File: config.mk
export PLATFORM = sky130hd
export DESIGN_NAME = ioxp_expander
export DESIGN_NICKNAME = d
export VERILOG_FILES = /design/src/verilog/ioxp_pkg.sv /design/src/verilog/ioxp_i2c_slave.sv /design/src/verilog/ioxp_expander.sv
export SDC_FILE = /design/constraint.sdc
export NUM_CORES = 1
export LEC_CHECK = 0
export BUFFER_PORTS_ARGS = -buffer_cell sky130_fd_sc_hd__buf_2
export CORE_AREA = 2 2 195 197
export CTS_BUF_LIST = sky130_fd_sc_hd__clkbuf_16
export CTS_CLUSTER_SIZE = 20
export DETAILED_ROUTE_END_ITERATION = 7
export DIE_AREA = 0 0 197 199
export GPL_TIMING_DRIVEN = 0
export HOLD_SLACK_MARGIN = 0.02
export PLACE_DENSITY = 0.62
export SLEW_MARGIN = 10
export SYNTH_ARGS = -nofsm -noshare
export SYNTH_HDL_FRONTEND = slang
export SYNTH_SLANG_ARGS = --single-unit
File: constraint.sdc
create_clock -name ref_clk_i -period 9.9 [get_ports ref_clk_i]
set_input_delay 1.98 -clock ref_clk_i [delete_from_list [all_inputs] [get_ports ref_clk_i]]
set_output_delay 1.98 -clock ref_clk_i [all_outputs]
set_load 0.005 [all_outputs]
File: src/verilog/ioxp_pkg.sv
// Constants for the 16-bit I/O expander: slave address, register map,
// reset values, slot layout of the read/write bank and the serial states.
// Assumes every user writes ioxp_pkg::name; nothing is imported.
package ioxp_pkg;

  // Fixed upper six bits of the seven-bit slave address
  localparam logic [5:0] IOXP_ADDR_HI = 6'h10;

  // Register offsets (pointer values)
  localparam logic [7:0] IOXP_OFF_INPUT0 = 8'h00;
  localparam logic [7:0] IOXP_OFF_INPUT1 = 8'h01;
  localparam logic [7:0] IOXP_OFF_OUTPUT0 = 8'h02;
  localparam logic [7:0] IOXP_OFF_OUTPUT1 = 8'h03;
  localparam logic [7:0] IOXP_OFF_INVERT0 = 8'h04;
  localparam logic [7:0] IOXP_OFF_INVERT1 = 8'h05;
  localparam logic [7:0] IOXP_OFF_DIR0 = 8'h06;
  localparam logic [7:0] IOXP_OFF_DIR1 = 8'h07;
  localparam logic [7:0] IOXP_OFF_DRIVE0_LO = 8'h40;
  localparam logic [7:0] IOXP_OFF_DRIVE0_HI = 8'h41;
  localparam logic [7:0] IOXP_OFF_DRIVE1_LO = 8'h42;
  localparam logic [7:0] IOXP_OFF_DRIVE1_HI = 8'h43;
  localparam logic [7:0] IOXP_OFF_LATCH0 = 8'h44;
  localparam logic [7:0] IOXP_OFF_LATCH1 = 8'h45;
  localparam logic [7:0] IOXP_OFF_PULL_EN0 = 8'h46;
  localparam logic [7:0] IOXP_OFF_PULL_EN1 = 8'h47;
  localparam logic [7:0] IOXP_OFF_PULL_SEL0 = 8'h48;
  localparam logic [7:0] IOXP_OFF_PULL_SEL1 = 8'h49;
  localparam logic [7:0] IOXP_OFF_MASK0 = 8'h4A;
  localparam logic [7:0] IOXP_OFF_MASK1 = 8'h4B;
  localparam logic [7:0] IOXP_OFF_FLAGS0 = 8'h4C;
  localparam logic [7:0] IOXP_OFF_FLAGS1 = 8'h4D;
  localparam logic [7:0] IOXP_OFF_MODE = 8'h4F;

  // Pointer bit that selects the extended bank
  localparam int IOXP_PTR_EXT_BIT = 6;

  // Reset values
  localparam logic [7:0] IOXP_RST_OUTPUT = 8'hFF;
  localparam logic [7:0] IOXP_RST_INVERT = 8'h00;
  localparam logic [7:0] IOXP_RST_DIR = 8'hFF;
  localparam logic [7:0] IOXP_RST_DRIVE = 8'hFF;
  localparam logic [7:0] IOXP_RST_LATCH = 8'h00;
  localparam logic [7:0] IOXP_RST_PULL_EN = 8'h00;
  localparam logic [7:0] IOXP_RST_PULL_SEL = 8'hFF;
  localparam logic [7:0] IOXP_RST_MASK = 8'hFF;
  localparam logic [7:0] IOXP_RST_FLAGS = 8'h00;
  localparam logic [7:0] IOXP_RST_MODE = 8'h00;
  localparam logic [7:0] IOXP_RST_PTR = 8'h00;

  // Read/write bank: slot number of the first register of each group
  localparam int IOXP_NRW = 19;
  localparam logic [4:0] IOXP_SLOT_OUTPUT = 5'h00;
  localparam logic [4:0] IOXP_SLOT_INVERT = 5'h02;
  localparam logic [4:0] IOXP_SLOT_DIR = 5'h04;
  localparam logic [4:0] IOXP_SLOT_DRIVE = 5'h06;
  localparam logic [4:0] IOXP_SLOT_LATCH = 5'h0A;
  localparam logic [4:0] IOXP_SLOT_PULL_EN = 5'h0C;
  localparam logic [4:0] IOXP_SLOT_PULL_SEL = 5'h0E;
  localparam logic [4:0] IOXP_SLOT_MASK = 5'h10;
  localparam logic [4:0] IOXP_SLOT_MODE = 5'h12;
  localparam logic [4:0] IOXP_SLOT_NONE = 5'h1F;

  // Output mode bits: open-drain per port
  localparam int IOXP_MODE_OD0_BIT = 0;
  localparam int IOXP_MODE_OD1_BIT = 1;

  // Reset table of the bank, highest slot first
  localparam logic [IOXP_NRW-1:0][7:0] IOXP_RW_RST = {
    IOXP_RST_MODE,
    IOXP_RST_MASK, IOXP_RST_MASK,
    IOXP_RST_PULL_SEL, IOXP_RST_PULL_SEL,
    IOXP_RST_PULL_EN, IOXP_RST_PULL_EN,
    IOXP_RST_LATCH, IOXP_RST_LATCH,
    IOXP_RST_DRIVE, IOXP_RST_DRIVE, IOXP_RST_DRIVE, IOXP_RST_DRIVE,
    IOXP_RST_DIR, IOXP_RST_DIR,
    IOXP_RST_INVERT, IOXP_RST_INVERT,
    IOXP_RST_OUTPUT, IOXP_RST_OUTPUT};

  // Serial slave states
  typedef enum logic [2:0] {
    IOXP_S_IDLE = 3'h0,
    IOXP_S_RX = 3'h1,
    IOXP_S_RXEND = 3'h2,
    IOXP_S_ACK = 3'h3,
    IOXP_S_TX = 3'h4,
    IOXP_S_RACK = 3'h5,
    IOXP_S_RACKF = 3'h6
  } ioxp_state_t;

endpackage

File: src/verilog/ioxp_i2c_slave.sv
// Byte engine of the two-wire slave: start/stop, address match, ack,
// receive and send of bytes. Assumes scl_i and sda_i are already
// synchronised to clk_i and that rd_data_i is valid in the cycle before rd_stb_o fires.
`timescale 1ns/1ps
module ioxp_i2c_slave (
  input wire logic clk_i,
  input wire logic rst_n_i,
  input wire logic scl_i,
  input wire logic sda_i,
  input wire logic addr_sel_i,
  input wire logic [7:0] rd_data_i,
  output logic sda_oe_o,
  output logic wr_stb_o,
  output logic wr_cmd_o,
  output logic [7:0] wr_data_o,
  output logic rd_stb_o
);

  ioxp_pkg::ioxp_state_t state_r, state_nxt;
  logic scl_q_r, sda_q_r;
  logic [7:0] shift_r, shift_nxt;
  logic [2:0] cnt_r, cnt_nxt;
  logic addr_ph_r, addr_ph_nxt;
  logic read_r, read_nxt;
  logic cmd_r, cmd_nxt;
  logic wr_stb_r, wr_stb_nxt;
  logic wr_cmd_r, wr_cmd_nxt;
  logic [7:0] wr_data_r, wr_data_nxt;
  logic rd_stb_r, rd_stb_nxt;

  // Bus events from the synchronised lines
  wire scl_rise = scl_i & ~scl_q_r;
  wire scl_fall = ~scl_i & scl_q_r;
  wire start_det = scl_i & scl_q_r & sda_q_r & ~sda_i;
  wire stop_det = scl_i & scl_q_r & ~sda_q_r & sda_i;
  wire addr_hit = (shift_r[7:1] == {ioxp_pkg::IOXP_ADDR_HI, addr_sel_i});

  // Next-state logic; start and stop win over any bit in flight
  always_comb
  begin
    state_nxt = state_r;
    shift_nxt = shift_r;
    cnt_nxt = cnt_r;
    addr_ph_nxt = addr_ph_r;
    read_nxt = read_r;
    cmd_nxt = cmd_r;
    wr_stb_nxt = 1'b0;
    wr_cmd_nxt = wr_cmd_r;
    wr_data_nxt = wr_data_r;
    rd_stb_nxt = 1'b0;
    if (start_det)
    begin
      state_nxt = ioxp_pkg::IOXP_S_RX;
      cnt_nxt = 3'h0;
      addr_ph_nxt = 1'b1;
    end
    else if (stop_det)
      state_nxt = ioxp_pkg::IOXP_S_IDLE;
    else
      unique case (state_r)
        ioxp_pkg::IOXP_S_IDLE: ;
        ioxp_pkg::IOXP_S_RX:
          if (scl_rise)
          begin
            shift_nxt = {shift_r[6:0], sda_i};
            cnt_nxt = cnt_r + 3'h1;
            if (cnt_r == 3'h7)
              state_nxt = ioxp_pkg::IOXP_S_RXEND;
          end
        ioxp_pkg::IOXP_S_RXEND:
          if (scl_fall)
          begin
            if (addr_ph_r)
            begin
              // Foreign address: stay off the bus until the next start
              state_nxt = addr_hit ? ioxp_pkg::IOXP_S_ACK : ioxp_pkg::IOXP_S_IDLE;
              read_nxt = shift_r[0];
              cmd_nxt = ~shift_r[0];
            end
            else
            begin
              state_nxt = ioxp_pkg::IOXP_S_ACK;
              wr_stb_nxt = 1'b1;
              wr_cmd_nxt = cmd_r;
              wr_data_nxt = shift_r;
              cmd_nxt = 1'b0;
            end
          end
        ioxp_pkg::IOXP_S_ACK:
          if (scl_fall)
          begin
            cnt_nxt = 3'h0;
            addr_ph_nxt = 1'b0;
            if (addr_ph_r && read_r)
            begin
              state_nxt = ioxp_pkg::IOXP_S_TX;
              shift_nxt = rd_data_i;
              rd_stb_nxt = 1'b1;
            end
            else
              state_nxt = ioxp_pkg::IOXP_S_RX;
          end
        ioxp_pkg::IOXP_S_TX:
          if (scl_fall)
          begin
            shift_nxt = {shift_r[6:0], 1'b1};
            cnt_nxt = cnt_r + 3'h1;
            if (cnt_r == 3'h7)
              state_nxt = ioxp_pkg::IOXP_S_RACK;
          end
        ioxp_pkg::IOXP_S_RACK:
          if (scl_rise)
            state_nxt = sda_i ? ioxp_pkg::IOXP_S_IDLE : ioxp_pkg::IOXP_S_RACKF;
        ioxp_pkg::IOXP_S_RACKF:
          if (scl_fall)
          begin
            state_nxt = ioxp_pkg::IOXP_S_TX;
            shift_nxt = rd_data_i;
            rd_stb_nxt = 1'b1;
          end
        default:
          state_nxt = ioxp_pkg::IOXP_S_IDLE;
      endcase
  end

  // State and strobe registers
  always_ff @(posedge clk_i or negedge rst_n_i)
  begin
    if (!rst_n_i)
    begin
      state_r <= ioxp_pkg::IOXP_S_IDLE;
      scl_q_r <= 1'b1;
      sda_q_r <= 1'b1;
      shift_r <= 8'h00;
      cnt_r <= 3'h0;
      addr_ph_r <= 1'b0;
      read_r <= 1'b0;
      cmd_r <= 1'b0;
      wr_stb_r <= 1'b0;
      wr_cmd_r <= 1'b0;
      wr_data_r <= 8'h00;
      rd_stb_r <= 1'b0;
    end
    else
    begin
      state_r <= state_nxt;
      scl_q_r <= scl_i;
      sda_q_r <= sda_i;
      shift_r <= shift_nxt;
      cnt_r <= cnt_nxt;
      addr_ph_r <= addr_ph_nxt;
      read_r <= read_nxt;
      cmd_r <= cmd_nxt;
      wr_stb_r <= wr_stb_nxt;
      wr_cmd_r <= wr_cmd_nxt;
      wr_data_r <= wr_data_nxt;
      rd_stb_r <= rd_stb_nxt;
    end
  end

  // Pull SDA low for ack and for zero data bits; only the state and shift flops feed it
  assign sda_oe_o = (state_r == ioxp_pkg::IOXP_S_ACK) |
                    ((state_r == ioxp_pkg::IOXP_S_TX) & ~shift_r[7]);
  assign wr_stb_o = wr_stb_r;
  assign wr_cmd_o = wr_cmd_r;
  assign wr_data_o = wr_data_r;
  assign rd_stb_o = rd_stb_r;

endmodule // ioxp_i2c_slave

File: src/verilog/ioxp_expander.sv
// Top of the 16-bit I/O expander: reset release, pin synchronisers,
// pointer register, register banks, input capture and change flags.
// Assumes SCL/SDA/ADDR/port levels arrive asynchronously on pins and that
// the pad ring resolves the open-drain SDA line from sda_oe_o.
`timescale 1ns/1ps
// Contract
// - Answer address 010000 plus the strapped select pin as lowest bit.
// - Address byte bit 0 gives direction: one reads, zero writes.
// - First byte after a write address is stored as the pointer.
// - Pointer bit 6 clear: low bits pick the eight base registers 00h-07h.
// - Pointer bit 6 set: low bits pick extended registers 40h-4Fh.
// - Pointer is loaded only by the command byte and never read back.
// - Output and direction registers are read/write and reset to all ones.
// - Polarity inversion registers are read/write and reset to zero.
// - Four drive-strength registers 40h-43h reset to all ones.
// - Input latch enables 44h-45h are read/write and reset to zero.
// - Pull enables reset to zero, pull selects reset to ones, all read/write.
// - Interrupt masks 4Ah-4Bh are read/write and reset to all ones.
// - Interrupt status 4Ch-4Dh is read-only and resets to zero.
// - Output mode register 4Fh is read/write and resets to zero.
// - Writes aimed at the input registers are ignored.
// - Direction bit one makes the pin an input, zero an output.
// - Inversion bit one stores the inverted pin level in the input register.
// - Reading an output register returns the written value, not the pin.
module ioxp_expander #(
  parameter int PINS = 16
) (
  input wire logic ref_clk_i,
  input wire logic reset_n_i,
  input wire logic scl_i,
  input wire logic sda_i,
  output logic sda_o,
  output logic sda_oe_o,
  input wire logic addr_sel_i,
  input wire logic [PINS-1:0] port_i,
  output logic [PINS-1:0] port_o,
  output logic [PINS-1:0] port_oe_o,
  output logic [2*PINS-1:0] drive_level_o,
  output logic [PINS-1:0] pull_enable_o,
  output logic [PINS-1:0] pull_select_o,
  output logic int_n_o
);

  // The map holds exactly two 8-bit ports
  if (PINS != 16)
  begin : g_pins_check
    $error("ioxp_expander supports PINS = 16 only");
  end

  localparam int SYNC_W = PINS + 3;

  logic rst_meta_r, rst_sync_r;
  logic [SYNC_W-1:0] sync_meta_r, sync_r;
  logic [7:0] ptr_r, ptr_nxt;
  logic [7:0] rw_r [ioxp_pkg::IOXP_NRW];
  logic [PINS-1:0] pin_prev_r, ref_r, ref_nxt, flag_r, flag_nxt, cap_r, cap_nxt;
  logic [PINS-1:0] port_oe_r, port_oe_nxt;
  logic int_n_r, int_n_nxt;
  logic slv_wr_stb, slv_wr_cmd, slv_rd_stb, slv_sda_oe;
  logic [7:0] slv_wr_data;
  logic [7:0] rd_data_w;

  // Bank slot of a pointer value, or none for read-only and unlisted ones
  function automatic logic [4:0] rw_slot(input logic [7:0] p);
    logic [4:0] s;
    s = ioxp_pkg::IOXP_SLOT_NONE;
    if (!p[ioxp_pkg::IOXP_PTR_EXT_BIT])
    begin
      if (p >= ioxp_pkg::IOXP_OFF_OUTPUT0 && p <= ioxp_pkg::IOXP_OFF_DIR1)
        s = 5'(p - ioxp_pkg::IOXP_OFF_OUTPUT0);
    end
    else if (p >= ioxp_pkg::IOXP_OFF_DRIVE0_LO && p <= ioxp_pkg::IOXP_OFF_MASK1)
      s = 5'(p - ioxp_pkg::IOXP_OFF_DRIVE0_LO) + ioxp_pkg::IOXP_SLOT_DRIVE;
    else if (p == ioxp_pkg::IOXP_OFF_MODE)
      s = ioxp_pkg::IOXP_SLOT_MODE;
    return s;
  endfunction

  // Reset is applied at once but released through two flops
  always_ff @(posedge ref_clk_i or negedge reset_n_i)
  begin
    if (!reset_n_i)
    begin
      rst_meta_r <= 1'b0;
      rst_sync_r <= 1'b0;
    end
    else
    begin
      rst_meta_r <= 1'b1;
      rst_sync_r <= rst_meta_r;
    end
  end

  wire rst_n = rst_sync_r;

  // Two-flop synchronisers for every pin input
  always_ff @(posedge ref_clk_i or negedge rst_n)
  begin
    if (!rst_n)
    begin
      sync_meta_r <= '1;
      sync_r <= '1;
    end
    else
    begin
      sync_meta_r <= {addr_sel_i, sda_i, scl_i, port_i};
      sync_r <= sync_meta_r;
    end
  end

  wire [PINS-1:0] pin_w = sync_r[PINS-1:0];
  wire scl_s = sync_r[PINS];
  wire sda_s = sync_r[PINS+1];
  wire addr_sel_s = sync_r[PINS+2];

  // Serial byte engine
  ioxp_i2c_slave u_slave (
    .clk_i(ref_clk_i),
    .rst_n_i(rst_n),
    .scl_i(scl_s),
    .sda_i(sda_s),
    .addr_sel_i(addr_sel_s),
    .rd_data_i(rd_data_w),
    .sda_oe_o(slv_sda_oe),
    .wr_stb_o(slv_wr_stb),
    .wr_cmd_o(slv_wr_cmd),
    .wr_data_o(slv_wr_data),
    .rd_stb_o(slv_rd_stb)
  );

  // Open drain: the data pin only ever pulls low
  assign sda_o = 1'b0;
  assign sda_oe_o = slv_sda_oe;

  // Decode of the current pointer
  wire [4:0] slot_w = rw_slot(ptr_r);
  wire slot_ok = (slot_w != ioxp_pkg::IOXP_SLOT_NONE);
  wire data_wr = slv_wr_stb & ~slv_wr_cmd;
  wire bank_wr = data_wr & slot_ok;
  wire hit_in0 = (ptr_r == ioxp_pkg::IOXP_OFF_INPUT0);
  wire hit_in1 = (ptr_r == ioxp_pkg::IOXP_OFF_INPUT1);
  wire hit_fl0 = (ptr_r == ioxp_pkg::IOXP_OFF_FLAGS0);
  wire hit_fl1 = (ptr_r == ioxp_pkg::IOXP_OFF_FLAGS1);
  wire hit_mode = (ptr_r == ioxp_pkg::IOXP_OFF_MODE);

  // Pointer: loaded by a command byte; moves to the pair partner after
  // each data byte except at 4Fh, so a pair streams without a new command
  always_comb
  begin
    ptr_nxt = ptr_r;
    if (slv_wr_stb && slv_wr_cmd)
      ptr_nxt = slv_wr_data;
    else if ((data_wr || slv_rd_stb) && !hit_mode)
      ptr_nxt = {ptr_r[7:1], ~ptr_r[0]};
  end

  always_ff @(posedge ref_clk_i or negedge rst_n)
  begin
    if (!rst_n)
      ptr_r <= ioxp_pkg::IOXP_RST_PTR;
    else
      ptr_r <= ptr_nxt;
  end

  // Read/write bank, one register per slot with its own reset value
  for (genvar i = 0; i < ioxp_pkg::IOXP_NRW; i++)
  begin : g_bank
    always_ff @(posedge ref_clk_i or negedge rst_n)
    begin
      if (!rst_n)
        rw_r[i] <= ioxp_pkg::IOXP_RW_RST[i];
      else if (bank_wr && slot_w == 5'(i))
        rw_r[i] <= slv_wr_data;
    end
  end

  // Named views of the bank, port 1 in the upper byte
  wire [PINS-1:0] out_w = {rw_r[ioxp_pkg::IOXP_SLOT_OUTPUT + 5'h01],
                           rw_r[ioxp_pkg::IOXP_SLOT_OUTPUT]};
  wire [PINS-1:0] inv_w = {rw_r[ioxp_pkg::IOXP_SLOT_INVERT + 5'h01],
                           rw_r[ioxp_pkg::IOXP_SLOT_INVERT]};
  wire [PINS-1:0] dir_w = {rw_r[ioxp_pkg::IOXP_SLOT_DIR + 5'h01],
                           rw_r[ioxp_pkg::IOXP_SLOT_DIR]};
  wire [PINS-1:0] latch_w = {rw_r[ioxp_pkg::IOXP_SLOT_LATCH + 5'h01],
                             rw_r[ioxp_pkg::IOXP_SLOT_LATCH]};
  wire [PINS-1:0] mask_w = {rw_r[ioxp_pkg::IOXP_SLOT_MASK + 5'h01],
                            rw_r[ioxp_pkg::IOXP_SLOT_MASK]};
  wire [7:0] mode_w = rw_r[ioxp_pkg::IOXP_SLOT_MODE];
  wire [PINS-1:0] od_w = {{8{mode_w[ioxp_pkg::IOXP_MODE_OD1_BIT]}},
                          {8{mode_w[ioxp_pkg::IOXP_MODE_OD0_BIT]}}};

  // Configuration straight to the pad controls
  assign drive_level_o = {rw_r[ioxp_pkg::IOXP_SLOT_DRIVE + 5'h03],
                          rw_r[ioxp_pkg::IOXP_SLOT_DRIVE + 5'h02],
                          rw_r[ioxp_pkg::IOXP_SLOT_DRIVE + 5'h01],
                          rw_r[ioxp_pkg::IOXP_SLOT_DRIVE]};
  assign pull_enable_o = {rw_r[ioxp_pkg::IOXP_SLOT_PULL_EN + 5'h01],
                          rw_r[ioxp_pkg::IOXP_SLOT_PULL_EN]};
  assign pull_select_o = {rw_r[ioxp_pkg::IOXP_SLOT_PULL_SEL + 5'h01],
                          rw_r[ioxp_pkg::IOXP_SLOT_PULL_SEL]};

  // Input change tracking. A flag is raised by a real edge on an
  // unmasked input pin; reading the matching input register clears it.
  // Edges, not level differences, set flags so a read can actually clear.
  wire [PINS-1:0] rd_clr_w = {{8{slv_rd_stb & hit_in1}}, {8{slv_rd_stb & hit_in0}}};
  wire [PINS-1:0] edge_w = (pin_w ^ pin_prev_r) & dir_w & ~mask_w;
  wire [PINS-1:0] differ_w = (pin_w ^ ref_r) & dir_w;
  // Latched inputs hold the captured level while their flag stands
  wire [PINS-1:0] view_w = (latch_w & flag_r & cap_r) | (~(latch_w & flag_r) & pin_w);
  wire [PINS-1:0] in_reg_w = view_w ^ inv_w;

  always_comb
  begin
    // Set wins over the read clear; a standing flag ignores new edges, but an unlatched one drops when the pin returns
    flag_nxt = (edge_w & (~flag_r | rd_clr_w)) | (flag_r & ~rd_clr_w & (latch_w | differ_w));
    // Reference keeps the level from before the edge, frozen while flagged
    ref_nxt = ((~flag_r | rd_clr_w) & pin_prev_r) | (flag_r & ~rd_clr_w & ref_r);
    cap_nxt = ((edge_w & ~flag_r) & pin_w) | (~(edge_w & ~flag_r) & cap_r);
    int_n_nxt = ~|flag_nxt;
  end

  always_ff @(posedge ref_clk_i or negedge rst_n)
  begin
    if (!rst_n)
    begin
      flag_r <= {ioxp_pkg::IOXP_RST_FLAGS, ioxp_pkg::IOXP_RST_FLAGS};
      pin_prev_r <= '1; // Matches the prefilled synchronisers, no false edge
      ref_r <= '0;
      cap_r <= '0;
      int_n_r <= 1'b1;
    end
    else
    begin
      flag_r <= flag_nxt;
      pin_prev_r <= pin_w;
      ref_r <= ref_nxt;
      cap_r <= cap_nxt;
      int_n_r <= int_n_nxt;
    end
  end

  assign int_n_o = int_n_r;

  // Read mux; output registers return the stored value, never the pin
  assign rd_data_w = hit_in0 ? in_reg_w[7:0] :
                     hit_in1 ? in_reg_w[15:8] :
                     hit_fl0 ? flag_r[7:0] :
                     hit_fl1 ? flag_r[15:8] :
                     slot_ok ? rw_r[slot_w] : 8'h00;

  // Pin drivers: inputs float; open-drain ports drive only a low
  assign port_oe_nxt = ~dir_w & ~(od_w & out_w);

  always_ff @(posedge ref_clk_i or negedge rst_n)
  begin
    if (!rst_n)
      port_oe_r <= '0;
    else
      port_oe_r <= port_oe_nxt;
  end

  assign port_o = out_w;
  assign port_oe_o = port_oe_r;

endmodule // ioxp_expander

==> run summary <==
Status: complete, no violations
FF+latch count, synth: 311
Met3 Resource Use GR: 5.00%
Minimum clock period: 4010 ps
Htree depth: 2
Crit path largest cell delay: 420 ps
Synth Instances: 1267
Final Hold Fails: 0
Row cnt: 71
CP Cell Sequence: buf_1 -> nand3_1 -> o31ai_1 -> buf_2
Slew Limit Fails: 0
IO Count: 120
Die X: 197 um
Worst Path Arrival: 2030 ps
Slowest-stage cell, CP: dfrtp_1
Layout cell share with drive strength beyond 1: 39.5%
Nets: 1452
Top FF cell, synth: dfrtp_1
CTS tree: yes
Max Clock Freq: 0.249 GHz
Iteration-0 DRC Markers: 875
Power share of the sequential group: 49.1%
Antenna violations before repair: 1
Total wire length: 47.7 mm
Worst rel slew slack: 22.2%
Logic pwr share: 4.3%
Required @ worst endpoint: 7920 ps
Vias in the first global route: 10.9k
Asr flop ratio synth: 100%
Skew-Pair Late Insertion Delay: 540 ps
GRT Overall Usage: 24.6%
Clock tree buffer depth: 3
Instance area after placement: 16000 um^2
Max-cap violations: 0
Sequential area share after synthesis: 54.4%
Synth top area share: 27.4%
Dominant cell type by area after synthesis: dfstp_2
Yosys warning total: 0
Worst VDD drop: 0.145 mV
Unrepaired setup endpoints after global routing: no
Syn_nets: 1292
Worst-Margin Slew: 1170 ps
Core ar.: 37100 um^2
Antenna fix cells: 0
Area growth syn-to-layout: 16.9%
Post-DRT Antenna Nets: 0
Largest net degree at the start of global routing: 65
Pwr/cell area: 162 nW/um^2
Critical Path Fanout Max: 10
Drt pass-1 iters: 5
Die footprint: 39200 um^2
Fin area: 17100 um^2
Cell family with most CP delay: buffers and inverters
Crit path launch type: flip-flop
Mapped Area: 14700 um^2
Initial Util: 39.5%
Final worst slack: 5890 ps
Buf+Inv Stages, Crit Path: 2
Vias: 10.8k
CTS Buf Count: 34
Busiest grt layer: met2
Kind of critical path: flip-flop to output port
Root buffer cell: clkbuf_16
Hold Slack: 297 ps
Clk pwr share: 46.6%
Internal: 2.14 mW
CTS hold repair buffers: 0
CP Capture Type: output port
FILL cells: 3435
Switch share: 22.8%
First-pass GRT wire length: 70.8 mm
Vias per inst: 5.59
GR Util met2: 38.8%
Port buffer count: 118
Setup violators final: 0
Clock slew at reported path FFs: 60 ps
Post-cts sizing count: 0
Commonest cells post-synth: mux2_2 (196), nand2_1 (173), dfrtp_1 (158)
P_leak: 7.78 nW
Avg Synthesized Cell Area: 11.6 um^2
Worst min path class: flip-flop to async pin
Avg WL per Cell: 24.8 um
Top cells by area, synth: dfstp_2 (27%), dfrtp_1 (27%), mux2_2 (15%)
Fin crit share: 40.5%
Chip Height: 199 um
Layout Skew: 30.4 ps
Post-Place Setup Slack: 6100 ps
Psw: 634 uW
Most common cell in the netlist: mux2_2
DP HPWL: 34.3 mm
Met1 Use GR: 32.2%
Synth cell types: 70
DRC viols: 0
Total congestion overflow: 0
Number of synthesized flops with an enable pin: 0
Setup bufs post-CTS: 0
Num Clock Sinks: 311
Routability Congestion: 0.930
==> per-stage QoR <==
step / utilization, % / power [mW] / instances / setup TNS, ps
after floorplan: - / 1.45 / 1267 / 0
after global placement: 42.6 / 1.49 / 1859 / -429850
after detailed placement: 43.1 / 1.50 / 1865 / 0
after CTS: 46.1 / 2.81 / 1926 / 0
after global routing: 46.1 / 2.88 / 1926 / 0
final: 46.1 / 2.78 / 1926 / 0
==> area by class of cell <==
class                   instances  area (um^2)  area share [%]
plain buffers                  68          304            1.77
clock inverters                26          253            1.48
well taps                     474          593            3.46
repair buffers                124          739            4.32
multi-input cells             875         6340            37.0
inverters                      13         48.8           0.285
flip-flops and latches        311         7980            46.6
clock buffers                  35          876            5.11
==> cells in the final DEF, fill, tap and decap left out, types with 12 or more instances in the layout <==
master / netlist / final
nand3_1: 61 / 61
nor3_1: 12 / 12
buf_2: 21 / 139
clkbuf_16: 0 / 35
nor2_1: 51 / 51
o21ai_0: 16 / 16
xor2_1: 32 / 32
clkbuf_1: 37 / 37
nand2_1: 173 / 173
and3_1: 14 / 14
dfstp_2: 153 / 153
dfrtp_1: 158 / 157
nand3b_1: 18 / 18
xnor2_1: 18 / 18
mux2i_1: 54 / 54
a21oi_1: 99 / 99
mux2_2: 196 / 196
inv_1: 13 / 24
==> routing by layer <==
layer  vias to the layer above  share of wire, %  routed length, um
met3                       128               6.6               3170
met1                      5423                43              20300
li1                       4813                 -                  -
met5                         -                 0                  0
met4                         0               5.3               2530
met2                       405                45              21700
==> cells by family (layout without fill, tap and decap cells) <==
family | Yosys count | in the layout | share of synthesized area (%)
AOI/OAI and AO/OA | 177 | 177 | 7.28
xor gates and xnor gates | 50 | 50 | 2.99
adders and majority gates | 4 | 4 | 0.342
buffers and inverters | 81 | 266 | 2.41
DFF | 311 | 311 | 54.4
muxes | 258 | 258 | 19.6
other | 2 | 2 | 0.0513
and+or+nand+nor | 384 | 384 | 12.9
==> power by group through the flow <==
stage / sequential, mW / clock [mW] / combinational [mW]
finish: 1.36 / 1.29 / 0.118
floorplan: 1.38 / 0 / 0.0710
detailed placement: 1.38 / 0 / 0.119
global placement: 1.40 / 0 / 0.0867
CTS: 1.36 / 1.32 / 0.120
global route: 1.37 / 1.37 / 0.136
==> worst paths after layout <==
| check | slack [ps] | startpoint | depth (start not counted) | end |
|---|---|---|---|---|
| worst min-delay path | 300 | rst_n | 0 | port_oe_o[12] |
| worst max register to register | 6020 | ptr_r[7] | 8 | int_n_o |
| min in group ref_clk_i | 350 | sync_meta_r[14] | 0 | sync_r[14] |
| max in group asynchronous | 8510 | rst_n | 2 | sync_meta_r[7] |
| worst min register to register | 300 | rst_n | 0 | port_oe_o[12] |
| worst max-delay path | 5890 | u_slave.state_r[0] | 4 | sda_oe_o |
(Power assumes the default switching activity.)
